### src/did_regs.vh
// Purpose: constants of the decimal instruction decoder
// Assumes: included by bare name from the decoder files
// Notes: offsets are byte addresses on the plain register port
`ifndef DID_REGS_VH
`define DID_REGS_VH

// register offsets
`define DID_CTRL_OFS 8'h00
`define DID_BASE_OFS 8'h04
`define DID_PC_OFS 8'h08
`define DID_STAT_OFS 8'h0c
`define DID_DEC_OFS 8'h10
`define DID_LIT_OFS 8'h14

// control bits
`define DID_CTRL_START 0
`define DID_CTRL_CLR 1

// status bits
`define DID_STAT_BUSY 0
`define DID_STAT_INV 1
`define DID_STAT_ODD 2
`define DID_STAT_DONE 3

// reset values
`define DID_BASE_RST 12'h000
`define DID_PC_RST 21'h00_0000

// syllable and word geometry in digits
`define DID_SYL_DIGITS 21'h00_0006
`define DID_FMTB_DIGITS 21'h00_0008
`define DID_IXREG_DIGITS 21'h00_0008

// digit codes
`define DID_MINUS 4'hd
`define DID_FMT_INDIRECT 2'h3

`endif
### src/did_placeholder_unused.v
`timescale 1ns/100ps
`default_nettype none
`default_nettype wire

### src/did_decoder.v
// Purpose: instruction fetch decode and operand address generation
// Assumes: memory answers each read with a one-cycle ack, data MSD high
// Notes: addresses are binary digit addresses, one level of indirection
//
// The address map and the strobed register port were left to the implementer.
`timescale 1ns/100ps
`default_nettype none
`include "did_regs.vh"

module did_decoder #(
  parameter AW = 21,
  parameter [20:0] IX_BASE = 21'h00_0008,
  parameter [6:0] BR_LO = 7'h14,
  parameter [6:0] BR_HI = 7'h1d
) (
  // clock and reset
  input wire i_clk,
  input wire i_rst_b,
  // register port
  input wire [7:0] i_reg_addr,
  input wire [31:0] i_reg_wdata,
  input wire i_reg_wr,
  input wire i_reg_rd,
  output reg [31:0] o_reg_rdata,
  // core memory read port
  output reg [AW-1:0] o_mem_addr,
  output reg o_mem_rd,
  input wire [31:0] i_mem_rdata,
  input wire i_mem_ack,
  // address memory write port
  output reg o_am_wr,
  output reg [1:0] o_am_slot,
  output reg [AW-1:0] o_am_addr,
  output reg [1:0] o_am_fmt,
  // sequencer start
  output reg o_seq_start,
  output reg [6:0] o_seq_op,
  output reg [6:0] o_seq_len_a,
  output reg [6:0] o_seq_len_b,
  // interrupt pulses and state
  output reg o_irq_invalid_op,
  output reg o_irq_odd_indirect,
  output reg o_busy
);

  localparam [3:0] S_IDLE = 4'h0;
  localparam [3:0] S_WAIT = 4'h1;
  localparam [3:0] S_DEC = 4'h2;
  localparam [3:0] S_LENS = 4'h3;
  localparam [3:0] S_NEXT = 4'h4;
  localparam [3:0] S_ADR = 4'h5;
  localparam [3:0] S_IND = 4'h6;
  localparam [3:0] S_EMIT = 4'h7;
  localparam [3:0] S_DONE = 4'h8;

  localparam [2:0] P_OP = 3'h0;
  localparam [2:0] P_LEN = 3'h1;
  localparam [2:0] P_SYL = 3'h2;
  localparam [2:0] P_IX = 3'h3;
  localparam [2:0] P_IND = 3'h4;

  reg [3:0] state_reg;
  reg [2:0] phase_reg;
  reg [11:0] base_reg;
  reg [20:0] pc_reg;
  reg [31:0] first_reg;
  reg [6:0] op_reg;
  reg [6:0] len_a_reg;
  reg [6:0] len_b_reg;
  reg [1:0] lind_reg;
  reg lit_reg;
  reg [1:0] lit_fmt_reg;
  reg [23:0] lit_val_reg;
  reg fmtb_reg;
  reg [1:0] syl_cnt_reg;
  reg [1:0] syl_idx_reg;
  reg [3:0] ctl_reg;
  reg [20:0] acc_reg;
  reg flag_inv_reg;
  reg flag_odd_reg;
  reg flag_done_reg;

  // decimal fields turned binary
  wire [6:0] op_bin;
  wire [6:0] la_bin;
  wire [6:0] lb_bin;
  wire [9:0] base_bin;
  wire [6:0] mlen_bin;
  wire [16:0] m5_bin;
  wire [19:0] mag_bin;
  wire [19:0] m6_bin;

  did_digits #(.N(2), .W(7)) u_op (.i_digits(first_reg[31:24]), .o_value(op_bin));
  did_digits #(.N(2), .W(7)) u_la (.i_digits(first_reg[23:16]), .o_value(la_bin));
  did_digits #(.N(2), .W(7)) u_lb (.i_digits(first_reg[15:8]), .o_value(lb_bin));
  did_digits #(.N(3), .W(10)) u_base (.i_digits(base_reg), .o_value(base_bin));
  did_digits #(.N(2), .W(7)) u_mlen (.i_digits(i_mem_rdata[31:24]), .o_value(mlen_bin));
  did_digits #(.N(5), .W(17)) u_m5 (.i_digits(i_mem_rdata[27:8]), .o_value(m5_bin));
  did_digits #(.N(6), .W(20)) u_mag (.i_digits(i_mem_rdata[23:0]), .o_value(mag_bin));
  did_digits #(.N(6), .W(20)) u_m6 (.i_digits(i_mem_rdata[31:8]), .o_value(m6_bin));

  // base register as a digit address, in units of one thousand digits
  wire [20:0] base_abs = {11'h000, base_bin} * 21'h00_03e8;
  wire [20:0] pc_abs = base_abs + pc_reg;

  // assigned opcodes: {valid, format b, address syllable count}
  function [3:0] op_info;
    input [6:0] op;
    begin
      case (op)
        7'h01, 7'h03, 7'h0a, 7'h0b, 7'h0c, 7'h0d, 7'h0e: op_info = 4'b1010;
        7'h02, 7'h04, 7'h05, 7'h09: op_info = 4'b1011;
        default: op_info = (op >= BR_LO && op <= BR_HI) ? 4'b1101 : 4'b0000;
      endcase
    end
  endfunction

  wire [3:0] info = op_info(op_bin);
  wire [3:0] d3 = first_reg[23:20];
  wire [3:0] d4 = first_reg[19:16];
  wire [3:0] d5 = first_reg[15:12];
  wire [3:0] d6 = first_reg[11:8];
  wire is_lit = d3[3] & ~d3[2] & d3[1];
  wire [1:0] lfmt = {d3[0], d4[3]};
  wire [2:0] llen = d4[2:0];

  // literal length ceiling per literal format
  reg [2:0] lmax;
  always @* begin
    case (lfmt)
      2'h0: lmax = 3'h6;
      2'h1: lmax = 3'h5;
      2'h2: lmax = 3'h3;
      default: lmax = 3'h0;
    endcase
  end
  wire lit_bad = is_lit & ((llen == 3'h0) | (llen > lmax));

  // indirect length location: low bits of lead digit, even next digit
  wire [20:0] lenloc_a = {19'h0_0000, d3[1:0]} * 21'h00_000a + {17'h0_0000, d4[3:1], 1'b0};
  wire [20:0] lenloc_b = {19'h0_0000, d5[1:0]} * 21'h00_000a + {17'h0_0000, d6[3:1], 1'b0};

  // operand address of the syllable in hand
  wire [1:0] m_fmt = i_mem_rdata[29:28];
  wire [20:0] m_ext = (fmtb_reg && m_fmt != `DID_FMT_INDIRECT) ?
                      {19'h0_0000, m_fmt} * 21'h01_86a0 : 21'h00_0000;
  wire [20:0] m_rel = m_ext + {4'h0, m5_bin};
  wire [20:0] syl_ofs = fmtb_reg ? 21'h00_0002 :
                        `DID_SYL_DIGITS * {19'h0_0000, syl_idx_reg + 2'h1};
  wire [20:0] ix_loc = base_abs + IX_BASE +
                       `DID_IXREG_DIGITS * {19'h0_0000, ctl_reg[3:2] - 2'h1};
  // three address syllables make four in all, so the count needs a third bit
  wire [20:0] ilen = fmtb_reg ? `DID_FMTB_DIGITS :
                     `DID_SYL_DIGITS * {18'h0_0000, {1'b0, syl_cnt_reg} + 3'h1};

  wire wr_ctrl = i_reg_wr && i_reg_addr == `DID_CTRL_OFS;
  wire start = wr_ctrl && i_reg_wdata[`DID_CTRL_START] && state_reg == S_IDLE;
  wire clr = wr_ctrl && i_reg_wdata[`DID_CTRL_CLR];

  // fetch sequencer, also owns the software-visible registers
  always @(posedge i_clk or negedge i_rst_b) begin
    if (!i_rst_b) begin
      state_reg <= S_IDLE;
      phase_reg <= P_OP;
      base_reg <= `DID_BASE_RST;
      pc_reg <= `DID_PC_RST;
      first_reg <= 32'h0000_0000;
      op_reg <= 7'h00;
      len_a_reg <= 7'h00;
      len_b_reg <= 7'h00;
      lind_reg <= 2'h0;
      lit_reg <= 1'b0;
      lit_fmt_reg <= 2'h0;
      lit_val_reg <= 24'h00_0000;
      fmtb_reg <= 1'b0;
      syl_cnt_reg <= 2'h0;
      syl_idx_reg <= 2'h0;
      ctl_reg <= 4'h0;
      acc_reg <= 21'h00_0000;
      flag_inv_reg <= 1'b0;
      flag_odd_reg <= 1'b0;
      flag_done_reg <= 1'b0;
      o_mem_addr <= {AW{1'b0}};
      o_mem_rd <= 1'b0;
      o_am_wr <= 1'b0;
      o_am_slot <= 2'h0;
      o_am_addr <= {AW{1'b0}};
      o_am_fmt <= 2'h0;
      o_seq_start <= 1'b0;
      o_seq_op <= 7'h00;
      o_seq_len_a <= 7'h00;
      o_seq_len_b <= 7'h00;
      o_irq_invalid_op <= 1'b0;
      o_irq_odd_indirect <= 1'b0;
      o_busy <= 1'b0;
    end else begin
      o_mem_rd <= 1'b0;
      o_am_wr <= 1'b0;
      o_seq_start <= 1'b0;
      o_irq_invalid_op <= 1'b0;
      o_irq_odd_indirect <= 1'b0;
      // clear comes first so a same-cycle set below wins
      if (clr) begin
        flag_inv_reg <= 1'b0;
        flag_odd_reg <= 1'b0;
        flag_done_reg <= 1'b0;
      end
      // register writes to base and pc land only while idle, a fetch needs them stable
      if (i_reg_wr && state_reg == S_IDLE) begin
        if (i_reg_addr == `DID_BASE_OFS) begin
          base_reg <= i_reg_wdata[11:0];
        end
        if (i_reg_addr == `DID_PC_OFS) begin
          pc_reg <= i_reg_wdata[20:0];
        end
      end
      case (state_reg)
        S_IDLE: begin
          if (start) begin
            o_busy <= 1'b1;
            o_mem_rd <= 1'b1;
            o_mem_addr <= pc_abs[AW-1:0];
            phase_reg <= P_OP;
            state_reg <= S_WAIT;
          end
        end
        S_WAIT: begin
          if (i_mem_ack) begin
            case (phase_reg)
              P_OP: begin
                first_reg <= i_mem_rdata;
                state_reg <= S_DEC;
              end
              P_LEN: begin
                if (lind_reg[0]) begin
                  len_a_reg <= (mlen_bin == 7'h00) ? 7'h64 : mlen_bin;
                  lind_reg[0] <= 1'b0;
                end else begin
                  len_b_reg <= (mlen_bin == 7'h00) ? 7'h64 : mlen_bin;
                  lind_reg[1] <= 1'b0;
                end
                state_reg <= S_LENS;
              end
              P_SYL: begin
                if (lit_reg && syl_idx_reg == 2'h0) begin
                  lit_val_reg <= i_mem_rdata[31:8];
                  syl_idx_reg <= syl_idx_reg + 2'h1;
                  state_reg <= S_NEXT;
                end else begin
                  ctl_reg <= i_mem_rdata[31:28];
                  acc_reg <= base_abs + m_rel;
                  state_reg <= S_ADR;
                end
              end
              P_IX: begin
                if (i_mem_rdata[31:28] == `DID_MINUS) begin
                  acc_reg <= acc_reg - {1'b0, mag_bin};
                end else begin
                  acc_reg <= acc_reg + {1'b0, mag_bin};
                end
                state_reg <= S_IND;
              end
              default: begin
                acc_reg <= base_abs + {1'b0, m6_bin};
                state_reg <= S_EMIT;
              end
            endcase
          end
        end
        S_DEC: begin
          op_reg <= op_bin;
          fmtb_reg <= info[2];
          syl_cnt_reg <= info[1:0];
          syl_idx_reg <= 2'h0;
          lit_reg <= is_lit & ~info[2];
          lit_fmt_reg <= lfmt;
          lit_val_reg <= 24'h00_0000;
          len_a_reg <= is_lit ? {4'h0, llen} : ((la_bin == 7'h00) ? 7'h64 : la_bin);
          len_b_reg <= (lb_bin == 7'h00) ? 7'h64 : lb_bin;
          lind_reg <= {d5[3:2] == 2'h3, d3[3:2] == 2'h3} & {2{~info[2]}};
          if (!info[3] || (lit_bad && !info[2])) begin
            flag_inv_reg <= 1'b1;
            o_irq_invalid_op <= 1'b1;
            state_reg <= S_DONE;
          end else begin
            state_reg <= S_LENS;
          end
        end
        S_LENS: begin
          if (lind_reg[0]) begin
            o_mem_rd <= 1'b1;
            o_mem_addr <= (base_abs + lenloc_a) & {AW{1'b1}};
            phase_reg <= P_LEN;
            state_reg <= S_WAIT;
          end else if (lind_reg[1]) begin
            o_mem_rd <= 1'b1;
            o_mem_addr <= (base_abs + lenloc_b) & {AW{1'b1}};
            phase_reg <= P_LEN;
            state_reg <= S_WAIT;
          end else begin
            state_reg <= S_NEXT;
          end
        end
        S_NEXT: begin
          if (syl_idx_reg == syl_cnt_reg) begin
            state_reg <= S_DONE;
          end else begin
            o_mem_rd <= 1'b1;
            o_mem_addr <= (pc_abs + syl_ofs) & {AW{1'b1}};
            phase_reg <= P_SYL;
            state_reg <= S_WAIT;
          end
        end
        S_ADR: begin
          if (ctl_reg[3:2] != 2'h0) begin
            o_mem_rd <= 1'b1;
            o_mem_addr <= ix_loc[AW-1:0];
            phase_reg <= P_IX;
            state_reg <= S_WAIT;
          end else begin
            state_reg <= S_IND;
          end
        end
        S_IND: begin
          if (ctl_reg[1:0] != `DID_FMT_INDIRECT) begin
            state_reg <= S_EMIT;
          end else if (acc_reg[0]) begin
            flag_odd_reg <= 1'b1;
            o_irq_odd_indirect <= 1'b1;
            state_reg <= S_DONE;
          end else begin
            o_mem_rd <= 1'b1;
            o_mem_addr <= acc_reg[AW-1:0];
            phase_reg <= P_IND;
            state_reg <= S_WAIT;
          end
        end
        S_EMIT: begin
          o_am_wr <= 1'b1;
          o_am_slot <= syl_idx_reg;
          o_am_addr <= acc_reg[AW-1:0];
          o_am_fmt <= ctl_reg[1:0];
          syl_idx_reg <= syl_idx_reg + 2'h1;
          state_reg <= S_NEXT;
        end
        S_DONE: begin
          // an aborted fetch leaves pc on the faulty instruction
          if (!flag_inv_reg && !flag_odd_reg) begin
            o_seq_start <= 1'b1;
            o_seq_op <= op_reg;
            o_seq_len_a <= len_a_reg;
            o_seq_len_b <= len_b_reg;
            pc_reg <= pc_reg + ilen;
          end
          flag_done_reg <= 1'b1;
          o_busy <= 1'b0;
          state_reg <= S_IDLE;
        end
        default: begin
          state_reg <= S_IDLE;
        end
      endcase
    end
  end

  // read mux, data only in the cycle after the strobe
  always @(posedge i_clk or negedge i_rst_b) begin
    if (!i_rst_b) begin
      o_reg_rdata <= 32'h0000_0000;
    end else if (i_reg_rd) begin
      case (i_reg_addr)
        `DID_BASE_OFS: o_reg_rdata <= {20'h0_0000, base_reg};
        `DID_PC_OFS: o_reg_rdata <= {11'h000, pc_reg};
        `DID_STAT_OFS: o_reg_rdata <= {28'h000_0000, flag_done_reg, flag_odd_reg,
                                       flag_inv_reg, o_busy};
        `DID_DEC_OFS: o_reg_rdata <= {5'h00, lit_reg, lit_fmt_reg, 1'b0, len_b_reg,
                                      1'b0, len_a_reg, 1'b0, op_reg};
        `DID_LIT_OFS: o_reg_rdata <= {8'h00, lit_val_reg};
        default: o_reg_rdata <= 32'h0000_0000;
      endcase
    end else begin
      o_reg_rdata <= 32'h0000_0000;
    end
  end

endmodule // did_decoder

`default_nettype wire

### src/did_digits.v
// Purpose: decimal digit group to binary value
// Assumes: digits are 8-4-2-1 coded, most significant digit highest
// Notes: purely combinational, instantiated once per digit field
`timescale 1ns/100ps
`default_nettype none

module did_digits #(
  parameter N = 2,
  parameter W = 7
) (
  // digit field in
  input wire [4*N-1:0] i_digits,
  // binary value out
  output reg [W-1:0] o_value
);

  localparam [W-1:0] TEN = 10;
  integer k;

  // horner chain, each digit taken at its face value
  always @* begin
    o_value = {W{1'b0}};
    for (k = N - 1; k >= 0; k = k - 1) begin
      o_value = o_value * TEN + {{(W-4){1'b0}}, i_digits[4*k +: 4]};
    end
  end

endmodule // did_digits

`default_nettype wire

### config.mk
export PLATFORM = sky130hd
export DESIGN_NAME = did_decoder
export DESIGN_NICKNAME = d
export VERILOG_FILES = /design/src/did_placeholder_unused.v /design/src/did_decoder.v /design/src/did_digits.v
export VERILOG_INCLUDE_DIRS = /design/src
export SDC_FILE = /design/constraint.sdc
export NUM_CORES = 1
export LEC_CHECK = 0
export ABC_AREA = 1
export BUFFER_PORTS_ARGS = -buffer_cell sky130_fd_sc_hd__buf_2
export CAP_MARGIN = 5
export CORE_UTILIZATION = 36
export DETAILED_ROUTE_END_ITERATION = 6
export PLACE_DENSITY = 0.52
export SYNTH_ARGS = -nofsm -noshare
export SYNTH_HDL_FRONTEND = slang
export SYNTH_HIERARCHICAL = 1
export SYNTH_SLANG_ARGS = --single-unit
### constraint.sdc
create_clock -name i_clk -period 11.3 [get_ports i_clk]
set_input_delay 1.695 -clock i_clk [delete_from_list [all_inputs] [get_ports i_clk]]
set_output_delay 1.695 -clock i_clk [all_outputs]
set_load 0.1 [all_outputs]
==> impl_metrics.tcl <==
set metrics [dict create \
    status "completed" \
    min_path_type "reg -> reg" \
    path_clk_slew_ns 0.07 \
    cts_tree "done" \
    fin_setup_tns_ns 0 \
    drtAntennaViolNets 0 \
    hold_viol 0 \
    cts_root_buffer "clkbuf_16" \
    period_minus_slack_ns 10.84 \
    rsz0062_at_grt "true" \
    track_usage_pct 21.80 \
    finalCritPeriodShare_pct 95.90 \
    fin_skew_ns 0.01870 \
    fp.dieW_um 317.5 \
    crit_type "in -> reg" \
    synth_edf_count 0 \
    ys_warn_count 6 \
    cp.arrival_ns 11.30 \
    synth_largest_area_cell "ha_1" \
    max_stage_delay_ns 0.60 \
    finalMaxSlewViolations 0 \
    grt_pass1_vias 34336 \
    ys_ff_latch 247 \
    required_ns 11.76 \
    layout.nets 6560 \
    finalSetupViolCount 0 \
    cts.sinks 247 \
    async_flop_share_pct 100.0 \
    netlist_area_um2 35830 \
    routedWlPerCell_um 15.72 \
    synth_top_flop_cell "dfrtp_1" \
    htree_levels 1 \
    diodes 0 \
    min_path_cells 2 \
    wl_um 112800 \
    grt_pass1_wl_um 179300 \
    drive_above_1_share_pct 20.26 \
    vias_per_cell 4.936 \
    die_y_um 317.5 \
    cp-start-kind "input pin" \
    worstReg2RegEnd "acc_reg[19]" \
    via_count 35413 \
    ys_top_cells_by_area "ha_1, dfrtp_1, nand2_1, inv_1, fa_1" \
    yosysMostFrequentCell "nand2_1" \
    globalplace.congestion 0.9056 \
    largest_reg_flops 27 \
    die-area_um2 100800 \
    dr.pass1.iters 6 \
    hp-start "flag_done_reg" \
    num_rows 115 \
    drc 0 \
    grt_antenna_before_repair 1 \
    tightest_slew_ns 1.012 \
    grt_max_degree 119 \
    syn_area_per_cell_um2 6.778 \
    port-buffer-count 165 \
    areaGrowthSynthToFinish_pct 23.31 \
    netlist_top_cells_count "nand2_1, inv_1, ha_1, nor2_1, nand3_1" \
    clock.fmax_mhz 92.28 \
    endpoint_kind "flop" \
    n_fill_cell 10218 \
    hold_path_end "flag_done_reg" \
    regToRegStartpoint "base_reg[9]" \
    postSynthCellCount 5287 \
    path_max_fanout 4 \
    slowest_stage "fa_2" \
    synth-seq-area-share_pct 17.25 \
    cts_buffers 27 \
    first_iter_violations 1751 \
    place.detailed.hpwl_um 93760 \
    synth_top_area_share_pct 18.30 \
    pin_count 182 \
    reg2reg_depth 39 \
    synthDistinctLibCells 65 \
    ff2ff_setup_slack_ns 2.07 \
    initial_utilization_pct 36.36 \
    core_area_um2 98560 \
    grt-ovfl-total 0 \
    clk_latency_ns 0.60 \
    clockBufferDepth 3 \
    max_slew_margin_pct 32.31 \
    cap_viol_max_count 0 \
]
==> through the flow <==
step,util (%),cells,hold WS (ns),setup WS (ns),instance area [µm²]
after global routing,44.83,7175,0.4928,-0.2300,44190
after global placement,41.78,7099,0.4630,-0.8839,41180
final,44.83,7175,0.4739,0.4631,44190
after CTS,42.81,7154,0.4781,0.0005747,42200
after detailed placement,41.78,7099,0.4613,-0.9697,41180
after floorplan,-,5292,0.4422,0.03428,35850
==> worst max-delay path, delay by kind of cell <==
kind | cells | cell delay (ns)
buffers and inverters | 14 | 1.19
AND/OR/NAND/NOR | 29 | 3.06
AO/OA/AOI/OAI | 8 | 0.97
adder cells (fa/ha/maj) | 12 | 3.40
XOR/XNOR | 6 | 0.99
==> logic make-up (layout without fill, tap and decap cells) <==
family	count (synthesis)	after routing	synth area share, %
AOI/OAI and AO/OA	805	805	12.45
xor gates and xnor gates	243	243	6.107
adders and majority gates	615	615	23.38
buffers and inverters	1046	1642	11.18
DFF	247	247	17.25
muxes	26	26	0.8171
other	5	10	0.05238
and+or+nand+nor	2300	2300	28.77
==> what timing repair did <==
item                                    4_1_cts  5_1_grt
gates resized for setup                      21      313
endpoints found under the setup margin        4       10
hold buffers                                  0        0
pin swaps                                     7       95
buffers inserted                              6       21
==> cell usage in the layout, fill, tap and decap left out, drive strengths merged, types with 4 or more instances in the layout <==
| cell | count |
|---|---|
| nor3 | 69 |
| clkinv | 10 |
| o22ai | 26 |
| a221oi | 14 |
| mux2 | 26 |
| nor2 | 455 |
| nand4 | 75 |
| o21bai | 19 |
| and2 | 6 |
| a31oi | 33 |
| o221ai | 7 |
| a21boi | 5 |
| conb | 10 |
| xnor2 | 80 |
| ha | 524 |
| nor3b | 4 |
| buf | 623 |
| a21o | 16 |
| fa | 91 |
| a211oi | 10 |
| dfrtp | 247 |
| xor2 | 163 |
| nor4 | 14 |
| o211ai | 9 |
| o31ai | 6 |
| or2 | 30 |
| o21ai | 350 |
| nand2 | 1227 |
| nand3b | 37 |
| a22oi | 9 |
| a21oi | 279 |
| inv | 971 |
| clkbuf | 34 |
| nand3 | 380 |
==> area by class of cell <==
type | count | area [µm²] | area share, %
timing repair buffer | 623 | 4294 | 9.718
clock buffer | 34 | 752.0 | 1.702
clock inverter | 15 | 140.1 | 0.3171
sequential | 247 | 6181 | 13.99
inverter | 970 | 3641 | 8.240
multi-input combinational | 3999 | 27570 | 62.39
tap | 1287 | 1610 | 3.644
==> how the worst max path moves through the flow <==
stage,slack (ns),start,endpoint
after floorplan,0.03,i_mem_rdata[20],acc_reg[20]
after global placement,-0.88,i_mem_rdata[21],acc_reg[20]
after detailed placement,-0.97,i_mem_rdata[20],acc_reg[20]
after CTS,0.0006,i_mem_rdata[20],acc_reg[20]
after global routing,-0.23,i_mem_rdata[21],acc_reg[20]
final,0.46,i_mem_rdata[21],acc_reg[20]
==> per-layer routing <==
metal	global-route usage, %	vias up	wire, µm
li1	-	18262	-
met1	28.58	16510	51930
met2	39.53	552	55520
met3	0.9362	87	3107
met4	4.466	2	2229
met5	0	-	13
Power is not shown: default switching activity piles up to over one toggle a cycle in this logic, so the estimate is an artifact.
